### src/core/d_channel_hdlc_map.svh
// register offsets, field positions, reset values and timing counts
`ifndef D_CHANNEL_HDLC_MAP_SVH
`define D_CHANNEL_HDLC_MAP_SVH
`define RX_FIFO_OFS 6'h00
`define TX_FIFO_OFS 6'h01
`define CMD_OFS 6'h02
`define MODE_OFS 6'h03
`define STAT_OFS 6'h04
`define MASK_OFS 6'h05
`define EXT_OFS 6'h06
`define RXCNT_OFS 6'h17
`define T1CFG_OFS 6'h38
`define CMD_RX_ACKNOWLEDGE 7
`define CMD_RX_RESET_CMD 6
`define CMD_TIMER1_START 4
`define CMD_XMS 3
`define CMD_XME 1
`define CMD_TX_RESET_CMD 0
`define MODE_RXACT 6
`define MODE_TXACT 5
`define MODE_LOOPD 3
`define MODE_MFOFF 2
`define MODE_DLOOP 1
`define MODE_LOOPB 0
`define MODE_RW 8'h6f
`define ST_RMR 7
`define ST_RME 6
`define ST_XFR 5
`define ST_PINB 4
`define ST_PINA 3
`define ST_EXI 2
`define ST_B1 1
`define ST_B2 0
`define EX_RX_OVERFLOW 7
`define EX_TX_UNDERRUN 6
`define EX_TX_COLLISION 5
`define EX_TIMER2_EXPIRED 4
`define EX_GCI 3
`define EX_T1 1
`define MASK_RESET 8'hff
`define FIFO_DEPTH 7'd64
`define BLOCK_LEN 7'd32
`define FLAG_BYTE 8'h7e
`define FILL_BYTE 8'hff
`define CRC_INIT 16'hffff
`define CRC_POLY 16'h8408
`define CLOCK_NS 25
`define T1_UNIT_NS 1000000
`endif

### src/core/d_channel_hdlc_pkg.sv
// types shared by the d-channel hdlc register block
package d_channel_hdlc_pkg;
  typedef enum logic [4:0] {
    TX_IDLE = 5'h01,
    TX_FLAG = 5'h02,
    TX_DATA = 5'h04,
    TX_FCS2 = 5'h08,
    TX_CLOSE = 5'h10
  } txState_type;
  typedef struct packed {
    logic rxValid;
    logic [7:0] rxByte;
    logic rxEnd;
    logic txTake;
    logic collision;
    logic timer2Zero;
    logic pinA;
    logic pinB;
    logic b1Sum;
    logic b2Sum;
    logic gciSum;
  } lineIn_type;
  typedef struct packed {
    logic [7:0] txByte;
    logic txValid;
    logic rxActive;
    logic txActive;
    logic lineLoopWithDch;
    logic multiframeOff;
    logic digitalLoopback;
    logic lineLoopBOnly;
    logic timer1Run;
  } lineOut_type;
  typedef struct packed {
    lineIn_type sync1;
    lineIn_type sync2;
    lineIn_type prev;
    logic [63:0][7:0] rxMem;
    logic [5:0] rxWp;
    logic [5:0] rxRp;
    logic [6:0] rxCnt;
    logic [6:0] unpres;
    logic [6:0] presLeft;
    logic presenting;
    logic endPend;
    logic [12:0] frameLen;
    logic [7:0] countLow;
    logic [63:0][7:0] txMem;
    logic [5:0] txWp;
    logic [5:0] txRp;
    logic [6:0] txCnt;
    logic txEnd;
    txState_type txSt;
    logic [15:0] crc;
    logic xfrArm;
    logic xfrWhole;
    logic initXfr;
    logic [7:0] mode;
    logic [7:0] mask;
    logic [7:0] stat;
    logic [7:0] ext;
    logic [7:0] t1Cfg;
    logic [7:0] t1Cnt;
    logic [15:0] t1Pre;
    logic t1Run;
    logic [7:0] rdata;
    logic irq;
    lineOut_type out;
  } state_type;
endpackage : d_channel_hdlc_pkg

### src/core/d_channel_hdlc_regs.sv
// d-channel hdlc controller: fifos, commands, mode and interrupt registers
`timescale 1ns/1ps
`include "d_channel_hdlc_map.svh"
module d_channel_hdlc_regs #(
  parameter int T1_UNIT_CYCLES = `T1_UNIT_NS / `CLOCK_NS
) (
  input wire logic clock,
  input wire logic arst_n,
  input wire logic [5:0] addr,
  input wire logic [7:0] wdata,
  input wire logic wr,
  input wire logic rd,
  output logic [7:0] rdata,
  output logic irq,
  input wire d_channel_hdlc_pkg::lineIn_type lineIn,
  output d_channel_hdlc_pkg::lineOut_type lineOut
);
  d_channel_hdlc_pkg::state_type s_q;
  d_channel_hdlc_pkg::state_type s_d;
  logic rxStb;
  logic endStb;
  logic txPull;
  logic wrCmd;

  // hdlc fcs, bits taken lsb first as they leave on the line
  function automatic logic [15:0] crcStep(input logic [15:0] c,
                                          input logic [7:0] b);
    logic [15:0] r;
    logic fb;
    r = c;
    for (int i = 0; i < 8; i++) begin
      fb = r[0] ^ b[i];
      r = {1'b0, r[15:1]};
      if (fb) begin
        r = r ^ `CRC_POLY;
      end
    end
    return r;
  endfunction : crcStep

  assign rdata = s_q.rdata;
  assign irq = s_q.irq;
  assign lineOut = s_q.out;
  // strobes are edges of the second sync stage, never the first
  assign rxStb = s_q.sync2.rxValid & ~s_q.prev.rxValid;
  assign endStb = s_q.sync2.rxEnd & ~s_q.prev.rxEnd;
  assign txPull = s_q.sync2.txTake & ~s_q.prev.txTake;
  assign wrCmd = wr && addr == `CMD_OFS;

  always_comb begin
    s_d = s_q;
    s_d.sync1 = lineIn;
    s_d.sync2 = s_q.sync1;
    s_d.prev = s_q.sync2;
    s_d.out.txValid = 1'b0;
    s_d.rdata = 8'h00;
    // register reads; the read clears come before any hardware set
    if (rd) begin
      case (addr)
        `RX_FIFO_OFS: begin
          if (s_q.presLeft != 7'd0) begin
            s_d.rdata = s_q.rxMem[s_q.rxRp];
            s_d.rxRp = s_q.rxRp + 6'd1;
            s_d.rxCnt = s_d.rxCnt - 7'd1;
            s_d.presLeft = s_q.presLeft - 7'd1;
          end
        end
        `MODE_OFS: s_d.rdata = s_q.mode;
        `STAT_OFS: begin
          s_d.rdata = s_q.stat & ~s_q.mask;
          s_d.stat = s_q.stat & s_q.mask;
        end
        `MASK_OFS: s_d.rdata = s_q.mask;
        `EXT_OFS: begin
          if (!s_q.mask[`ST_EXI]) begin
            s_d.rdata = s_q.ext;
            s_d.ext = 8'h00;
          end
        end
        `RXCNT_OFS: s_d.rdata = s_q.countLow;
        `T1CFG_OFS: s_d.rdata = s_q.t1Cfg;
        default: s_d.rdata = 8'h00;
      endcase
    end
    if (wr) begin
      case (addr)
        `TX_FIFO_OFS: begin
          // a full buffer drops the byte; host keeps the 32/64 budget
          if (s_q.txCnt != `FIFO_DEPTH) begin
            s_d.txMem[s_q.txWp] = wdata;
            s_d.txWp = s_q.txWp + 6'd1;
            s_d.txCnt = s_q.txCnt + 7'd1;
          end
        end
        `MODE_OFS: s_d.mode = wdata & `MODE_RW;
        `MASK_OFS: s_d.mask = wdata;
        `T1CFG_OFS: begin
          s_d.t1Cfg = wdata;
          s_d.t1Run = 1'b0;
        end
        default: begin
        end
      endcase
    end
    // commands act only on ones and are never stored
    if (wrCmd) begin
      if (wdata[`CMD_RX_ACKNOWLEDGE] && s_q.presenting) begin
        s_d.rxRp = s_d.rxRp + s_d.presLeft[5:0];
        s_d.rxCnt = s_d.rxCnt - s_d.presLeft;
        s_d.presLeft = 7'd0;
        s_d.presenting = 1'b0;
      end
      if (wdata[`CMD_TIMER1_START]) begin
        s_d.t1Run = 1'b1;
        s_d.t1Cnt = s_q.t1Cfg;
        s_d.t1Pre = 16'h0000;
      end
      if (wdata[`CMD_XMS] && s_q.mode[`MODE_TXACT]
          && s_q.txSt == d_channel_hdlc_pkg::TX_IDLE) begin
        s_d.txSt = d_channel_hdlc_pkg::TX_FLAG;
        s_d.crc = `CRC_INIT;
      end
      if (wdata[`CMD_XMS] && s_q.mode[`MODE_TXACT]) begin
        if (wdata[`CMD_XME]) begin
          s_d.xfrWhole = 1'b1;
        end else begin
          s_d.xfrArm = 1'b1;
        end
      end
      if (wdata[`CMD_XME]) begin
        s_d.txEnd = 1'b1;
      end
    end
    // timer 1 counts down in units of the prescaler
    if (s_d.t1Run && !(wrCmd && wdata[`CMD_TIMER1_START])) begin
      if (s_q.t1Pre == 16'(T1_UNIT_CYCLES - 1)) begin
        s_d.t1Pre = 16'h0000;
        if (s_q.t1Cnt <= 8'h01) begin
          s_d.t1Run = 1'b0;
          s_d.ext[`EX_T1] = 1'b1;
        end else begin
          s_d.t1Cnt = s_q.t1Cnt - 8'h01;
        end
      end else begin
        s_d.t1Pre = s_q.t1Pre + 16'h0001;
      end
    end
    // receive side; the byte is expected stable before its strobe
    if (rxStb && s_q.mode[`MODE_RXACT]) begin
      if (s_q.endPend) begin
        s_d.ext[`EX_RX_OVERFLOW] = 1'b1;
      end else begin
        s_d.rxMem[s_q.rxWp] = s_q.sync2.rxByte;
        s_d.rxWp = s_q.rxWp + 6'd1;
        s_d.frameLen = s_q.frameLen + 13'd1;
        if (s_d.rxCnt == `FIFO_DEPTH) begin
          s_d.ext[`EX_RX_OVERFLOW] = 1'b1;
          s_d.rxRp = s_d.rxRp + 6'd1;
        end else begin
          s_d.rxCnt = s_d.rxCnt + 7'd1;
        end
        if (s_q.unpres != `FIFO_DEPTH) begin
          s_d.unpres = s_q.unpres + 7'd1;
        end
      end
    end
    if (endStb && s_q.mode[`MODE_RXACT] && !s_q.endPend) begin
      s_d.endPend = 1'b1;
    end
    // one block is shown to the host at a time
    if (!s_d.presenting) begin
      if (s_d.unpres >= `BLOCK_LEN) begin
        s_d.presenting = 1'b1;
        s_d.presLeft = `BLOCK_LEN;
        s_d.unpres = s_d.unpres - `BLOCK_LEN;
        s_d.stat[`ST_RMR] = 1'b1;
      end else if (s_d.endPend) begin
        s_d.endPend = 1'b0;
        s_d.countLow = s_d.frameLen[7:0];
        s_d.frameLen = 13'd0;
        if (s_d.unpres != 7'd0) begin
          s_d.presenting = 1'b1;
          s_d.presLeft = s_d.unpres;
          s_d.unpres = 7'd0;
          s_d.stat[`ST_RME] = 1'b1;
        end
      end
    end
    // receiver reset wins over a byte landing in the same cycle
    if (wrCmd && wdata[`CMD_RX_RESET_CMD]) begin
      s_d.rxWp = 6'd0;
      s_d.rxRp = 6'd0;
      s_d.rxCnt = 7'd0;
      s_d.unpres = 7'd0;
      s_d.presLeft = 7'd0;
      s_d.presenting = 1'b0;
      s_d.endPend = 1'b0;
      s_d.frameLen = 13'd0;
    end
    // transmit side, one byte per pull from the line
    if (txPull) begin
      s_d.out.txValid = 1'b1;
      s_d.out.txByte = `FILL_BYTE;
      case (s_q.txSt)
        d_channel_hdlc_pkg::TX_IDLE: s_d.out.txByte = `FILL_BYTE;
        d_channel_hdlc_pkg::TX_FLAG: begin
          s_d.out.txByte = `FLAG_BYTE;
          s_d.txSt = d_channel_hdlc_pkg::TX_DATA;
        end
        d_channel_hdlc_pkg::TX_DATA: begin
          if (s_d.txCnt != 7'd0) begin
            s_d.out.txByte = s_d.txMem[s_d.txRp];
            s_d.crc = crcStep(s_q.crc, s_d.txMem[s_d.txRp]);
            s_d.txRp = s_d.txRp + 6'd1;
            s_d.txCnt = s_d.txCnt - 7'd1;
          end else if (s_d.txEnd) begin
            s_d.out.txByte = ~s_q.crc[7:0];
            s_d.txSt = d_channel_hdlc_pkg::TX_FCS2;
          end else begin
            s_d.ext[`EX_TX_UNDERRUN] = 1'b1;
            s_d.txSt = d_channel_hdlc_pkg::TX_IDLE;
            s_d.txEnd = 1'b0;
            s_d.xfrArm = 1'b0;
            s_d.xfrWhole = 1'b0;
            s_d.stat[`ST_XFR] = 1'b1;
          end
        end
        d_channel_hdlc_pkg::TX_FCS2: begin
          s_d.out.txByte = ~s_q.crc[15:8];
          s_d.txSt = d_channel_hdlc_pkg::TX_CLOSE;
        end
        d_channel_hdlc_pkg::TX_CLOSE: begin
          s_d.out.txByte = `FLAG_BYTE;
          s_d.txSt = d_channel_hdlc_pkg::TX_IDLE;
          s_d.txEnd = 1'b0;
          if (s_q.xfrWhole) begin
            s_d.stat[`ST_XFR] = 1'b1;
            s_d.xfrWhole = 1'b0;
          end
        end
        default: s_d.txSt = d_channel_hdlc_pkg::TX_IDLE;
      endcase
    end
    // a collision mid-frame drops the frame; fill resumes at once
    if (s_q.sync2.collision && !s_q.prev.collision
        && s_q.txSt != d_channel_hdlc_pkg::TX_IDLE) begin
      s_d.ext[`EX_TX_COLLISION] = 1'b1;
      s_d.txSt = d_channel_hdlc_pkg::TX_IDLE;
      s_d.txWp = 6'd0;
      s_d.txRp = 6'd0;
      s_d.txCnt = 7'd0;
      s_d.txEnd = 1'b0;
      s_d.xfrArm = 1'b0;
      s_d.xfrWhole = 1'b0;
      s_d.stat[`ST_XFR] = 1'b1;
    end
    if (wrCmd && wdata[`CMD_TX_RESET_CMD]) begin
      s_d.txSt = d_channel_hdlc_pkg::TX_IDLE;
      s_d.txWp = 6'd0;
      s_d.txRp = 6'd0;
      s_d.txCnt = 7'd0;
      s_d.txEnd = 1'b0;
      s_d.xfrArm = 1'b0;
      s_d.xfrWhole = 1'b0;
      s_d.stat[`ST_XFR] = 1'b1;
    end
    if (s_d.xfrArm && s_d.txCnt <= `BLOCK_LEN) begin
      s_d.xfrArm = 1'b0;
      s_d.stat[`ST_XFR] = 1'b1;
    end
    if (s_q.initXfr) begin
      s_d.initXfr = 1'b0;
      s_d.stat[`ST_XFR] = 1'b1;
    end
    // external sources; these sets come after the read clears
    if (s_q.sync2.pinB && !s_q.prev.pinB) begin
      s_d.stat[`ST_PINB] = 1'b1;
    end
    if (s_q.sync2.pinA && !s_q.prev.pinA) begin
      s_d.stat[`ST_PINA] = 1'b1;
    end
    s_d.stat[`ST_B1] = s_d.stat[`ST_B1] | s_q.sync2.b1Sum;
    s_d.stat[`ST_B2] = s_d.stat[`ST_B2] | s_q.sync2.b2Sum;
    if (s_q.sync2.timer2Zero && !s_q.prev.timer2Zero) begin
      s_d.ext[`EX_TIMER2_EXPIRED] = 1'b1;
    end
    s_d.ext[`EX_GCI] = s_d.ext[`EX_GCI] | s_q.sync2.gciSum;
    s_d.stat[`ST_EXI] = |s_d.ext;
    s_d.irq = |(s_d.stat & ~s_d.mask);
    s_d.out.rxActive = s_d.mode[`MODE_RXACT];
    s_d.out.txActive = s_d.mode[`MODE_TXACT];
    s_d.out.lineLoopWithDch = s_d.mode[`MODE_LOOPD];
    s_d.out.multiframeOff = s_d.mode[`MODE_MFOFF];
    // the line side may need its clocks enabled before this loop works
    s_d.out.digitalLoopback = s_d.mode[`MODE_DLOOP];
    s_d.out.lineLoopBOnly = s_d.mode[`MODE_LOOPB];
    s_d.out.timer1Run = s_d.t1Run;
  end

  always_ff @(posedge clock or negedge arst_n) begin
    if (!arst_n) begin
      s_q <= '0;
      s_q.mask <= `MASK_RESET;
      s_q.txSt <= d_channel_hdlc_pkg::TX_IDLE;
      s_q.initXfr <= 1'b1;
      s_q.out.txByte <= `FILL_BYTE;
    end else begin
      s_q <= s_d;
    end
  end
endmodule : d_channel_hdlc_regs

### config.mk
export PLATFORM = sky130hd
export DESIGN_NAME = d_channel_hdlc_regs
export DESIGN_NICKNAME = d
export VERILOG_FILES = /design/src/core/d_channel_hdlc_pkg.sv /design/src/core/d_channel_hdlc_regs.sv
export VERILOG_INCLUDE_DIRS = /design/src /design/src/core
export SDC_FILE = /design/constraint.sdc
export NUM_CORES = 2
export LEC_CHECK = 0
export BUFFER_PORTS_ARGS = -buffer_cell sky130_fd_sc_hd__buf_2
export CORE_UTILIZATION = 55
export DETAILED_ROUTE_END_ITERATION = 12
export PLACE_DENSITY = 0.71
export SETUP_SLACK_MARGIN = 0.15
export SYNTH_ARGS = -nofsm -noshare
export SYNTH_HDL_FRONTEND = slang
export SYNTH_SLANG_ARGS = --single-unit
### constraint.sdc
create_clock -name clock -period 7.5 [get_ports clock]
set_input_delay 1.875 -clock clock [delete_from_list [all_inputs] [get_ports clock]]
set_output_delay 1.875 -clock clock [all_outputs]
set_load 0.05 [all_outputs]
== Yosys cells after proc, flatten, opt, wreduce, memory -nomap -nowiden ==
Index checks and enable logic that the tools add are counted.
Word-level totals
  logic and storage cells: 468
  memory bits (read-only): 0
  input bits: 36
  bits in writable memories: 0
  bits in latches: 0
  register bits after elaboration: 1254
  memories kept: 0
Cells by class
  div/mod/pow operators: 0
  equality and inequality tests: 19
  reductions and logical operators: 48
  bitwise logic cells: 35
  $mul: 0
  muxes and demuxes: 147
  order comparisons: 9
  shift-type cells: 0
  add/sub/neg operators: 17
Operators by type and width (count)
  $mux 518: 3
  $bwmux 512: 2
  $mux 16: 32
  $mux 8: 17
  $mux 25: 5
  $mux 13: 9
  $mux 37: 3
  $bmux 8 s6: 2
  $demux 8 s6: 2
  $mux 7: 9
  $pmux 8 s7: 1
  $mux 26: 2
  $mux 48: 1
  $mux 15: 3
  $mux 1: 38
  $not 8->8: 4
  $add 6x1->6 const B: 5
  $lt 6x7->1 const B: 4
  $and 8x8->8: 3
  $mux 24: 1
  $not 2->3: 8
  $pmux 8 s3: 1
  $mux 22: 1
  $add 7x1->7 const B: 3
  other kinds (47): 116

== Longest topological paths before layout ==
  depth after elaboration: 58
  gate-level depth with buffers: 22

== Worst setup path after synthesis ==
Ideal clock, no wire load.
  kind: input to register
  from: input addr[4]
  to: register s_q, in the netlist irq
  path buffers: 4
  path slack: 738 ps
  stages on the path: 22
  data arrival time: 6636 ps
  cell sequence: buf_4 -> or4_1 -> buf_4 -> buf_6 -> a2111oi_1 -> clkbuf_1 -> xnor2_1 -> ha_1 -> inv_1 -> fa_1 -> a21o_1 -> a21oi_1 -> o21bai_1 -> a21oi_1 -> xor2_1 -> nor2_1 -> xnor2_1 -> nand4_1 -> nor2b_1 -> o21ai_0 -> or4_1 -> a221o_1
RTL lines
  start: declaration: line d_channel_hdlc_regs.sv:9  | input wire logic [5:0] addr,
  end: declaration: line d_channel_hdlc_regs.sv:18  | d_channel_hdlc_pkg::state_type s_q;

==> metrics <==
vias in the first global route=approximately 48,000; DR iter-0 viols=6,894; FFs w/ async S/R, synth=100%; total CTS buffers=approximately 140; Area Growth Syn to Fin=11.3%; initial core utilization=55.7%; Post-synth EDFFs=0; Max Slew Vio Count=10; drt pass-1 iters=13; WHS=between 300 and 400 ps; combinational cell fraction of total power=10.2%; f_max=0.147 GHz; antenna violations before repair=10; site row count=122; Final #Nets=between 5,000 and 6,000; final worst-path cycle share=about nine tenths; sw frac=a little over a quarter; Via Count=48,700; biggest area consumer among synthesized cells=dfrtp_1; TritonCTS Sinks=1,243; Peak VDD IR=207 uV; Int Pwr=11,400 uW; post-DP HPWL=142,000 um; average wire per standard cell=30.5 um; sequential share of the synthesized area=50.3%; final WL=214,000 um; unrepaired setup endpoints after global routing=false; setup violators final=0; setup TNS=0 ps; largest net degree at the start of global routing=185; library cells used by synthesis=109; Syn Nets=5,501; pwr dens=around 230 nW/um^2; CP Launch Type=input port; hold-fix buffers at CTS=0; WS Path Type=in2reg; number of register bits inferred by synthesis=between 1,000 and 1,500; top-area cell type share of the netlist area=49.5%; htree depth=4; CP Max Fanout=24; CTS resizes=0; NetSw=approximately 4100 uW; failing checks=max-capacitance violations, max-slew violations; slew at the pin with the worst max-slew slack=1570 ps; Total GRT Usage=37.9%; main area contributors after synthesis=dfrtp_1, mux2_2, mux4_2; Mapped Area=~62,000 um^2; Arr. time, crit path=7420 ps; status=finished, violations left; Layout Skew=roughly 65 ps; GR Overflow Total=0; CORE AREA=111,000 um^2; root buffer cell=clkbuf_16; global-route wire length before repair=roughly 320,000 um; PortBufs=60; Synth Instances=5,433; commonest non-fill, non-tap cells in the layout=dfrtp_1, mux2_2, nand2_1, o21ai_0, nor2_1; CTS tree=built; clock share of power=approximately 45%; antenna viol nets, final=0; Final Wtd Congestion=1.11; most common cell after layout, fill and taps aside=dfrtp_1; vias per cell=6.93; post-CTS setup repair buffer count=0; Worst Hold Class=reg2reg; final hold vios=0; Power Total=between 15,000 and 20,000 uW; Req. time, crit path=8130 ps; Rel. slew slack=-4.94%; Ys Warns=0; Die Footprint=114,000 um^2; Leak Pwr=0.0317 uW; Clock Latency Late Sink=790 ps; fill cell count=8,849; Die Wd=about 340 um; share of power burned in registers=45.3%; layout cells sized above 1=28.4%; Max Cap Viol=1; I/O Pins=61; # DRC=0; clock buffer depth=3; Post-synth top flop=dfrtp_1; Reg clk slew, reported paths=60 ps; min Tclk post-route=6790 ps; critical path endpoint category=flop; Mapped Avg Cell Area=between 10 and 15 um^2; Die Y=337 um
[cell usage after synthesis, drive strengths merged, types with 83 or more instances]
cell type,n
mux4,170
a21oi,126
nand3,116
dfrtp,1225
nor3,140
inv,83
nand2,511
nor2,350
buf,102
clkbuf,332
mux2,780
o21ai,416
[logic make-up (layout without fill, tap and decap cells)]
group	count (synthesis)	after routing	share of synthesized area, %
xor gates and xnor gates	97	97	1.42
muxes	1003	1003	21.2
and+or+nand+nor	1443	1443	11.1
buffers and inverters	521	618	3.41
DFF	1243	1243	50.3
adders and majority gates	33	33	0.687
other	1	11	0.00606
AOI/OAI and AO/OA	1092	1092	11.8
[through the flow]
step	cell area, um^2	setup WS (ps)	util [%]	std cells
after floorplan	61900	738	-	5433
final	68900	714	62.0	7028
after global routing	68800	794	61.9	7020
after detailed placement	64200	222	57.8	6777
after global placement	64200	285	57.8	6777
after CTS	68800	996	61.9	7018
[path summary, 6_finish.rpt]
path                            from        end  slack (ps)  cells after the start
min                        s_d[1240]  s_d[1222]         350                      0
max reg2reg                 s_q[133]    s_q[95]        1100                     15
min reg2reg                s_d[1240]  s_d[1222]         350                      0
max in group asynchronous     arst_n   s_q[436]        4670                      2
max                          addr[3]    s_q[95]         710                     15
min in group asynchronous     arst_n   s_q[713]        1140                      1
[critical path: stages]
cell and delay, ps:
buf_2 140, or4_2 720, buf_4 300, a2111oi_4 760
nand2_1 470, mux2_2 370, mux2i_1 100, a221oi_1 430
o2111ai_1 550, a31oi_1 750, buf_4 240, xnor2_1 70
xnor2_1 320, xor2_1 180, a21oi_1 80
[state kept, by name, indices dropped and copies added (netlist names)]
signal	cells
lineOut	10
s_d	36
irq	1
s_q	1188
rdata	8
[per-layer routing]
layer / vias up / share of wire, % / track usage [%]
met5: - / 0.12 / 1.32
met4: 18 / 6.8 / 21.7
met3: 941 / 13 / 14.3
met2: 3219 / 42 / 52.6
met1: 24500 / 39 / 50.7
li1: 20000 / - / -
[power by group through the flow]
stage | clock (uW) | combinational [uW] | sequential, uW
after floorplan | 0 | 1080 | 7030
after global placement | 0 | 1540 | 7170
after detailed placement | 0 | 1550 | 7180
after CTS | 6970 | 1560 | 7060
after global routing | 7250 | 1700 | 7080
final | 6920 | 1590 | 7060
[layout make-up]
| cell class | instances | area (um^2) | share of cell area, % |
|---|---|---|---|
| diodes | 10 | 25.0 | 0.0363 |
| flip-flops and latches | 1243 | 31200 | 45.2 |
| clock inverters | 45 | 588 | 0.854 |
| inverters | 87 | 329 | 0.478 |
| clock buffers | 196 | 4030 | 5.85 |
| well taps | 1488 | 1860 | 2.70 |
| repair buffers | 290 | 2160 | 3.14 |
| multi-input cells | 3669 | 28700 | 41.7 |
Note: power is estimated with default switching activity, not from simulation.
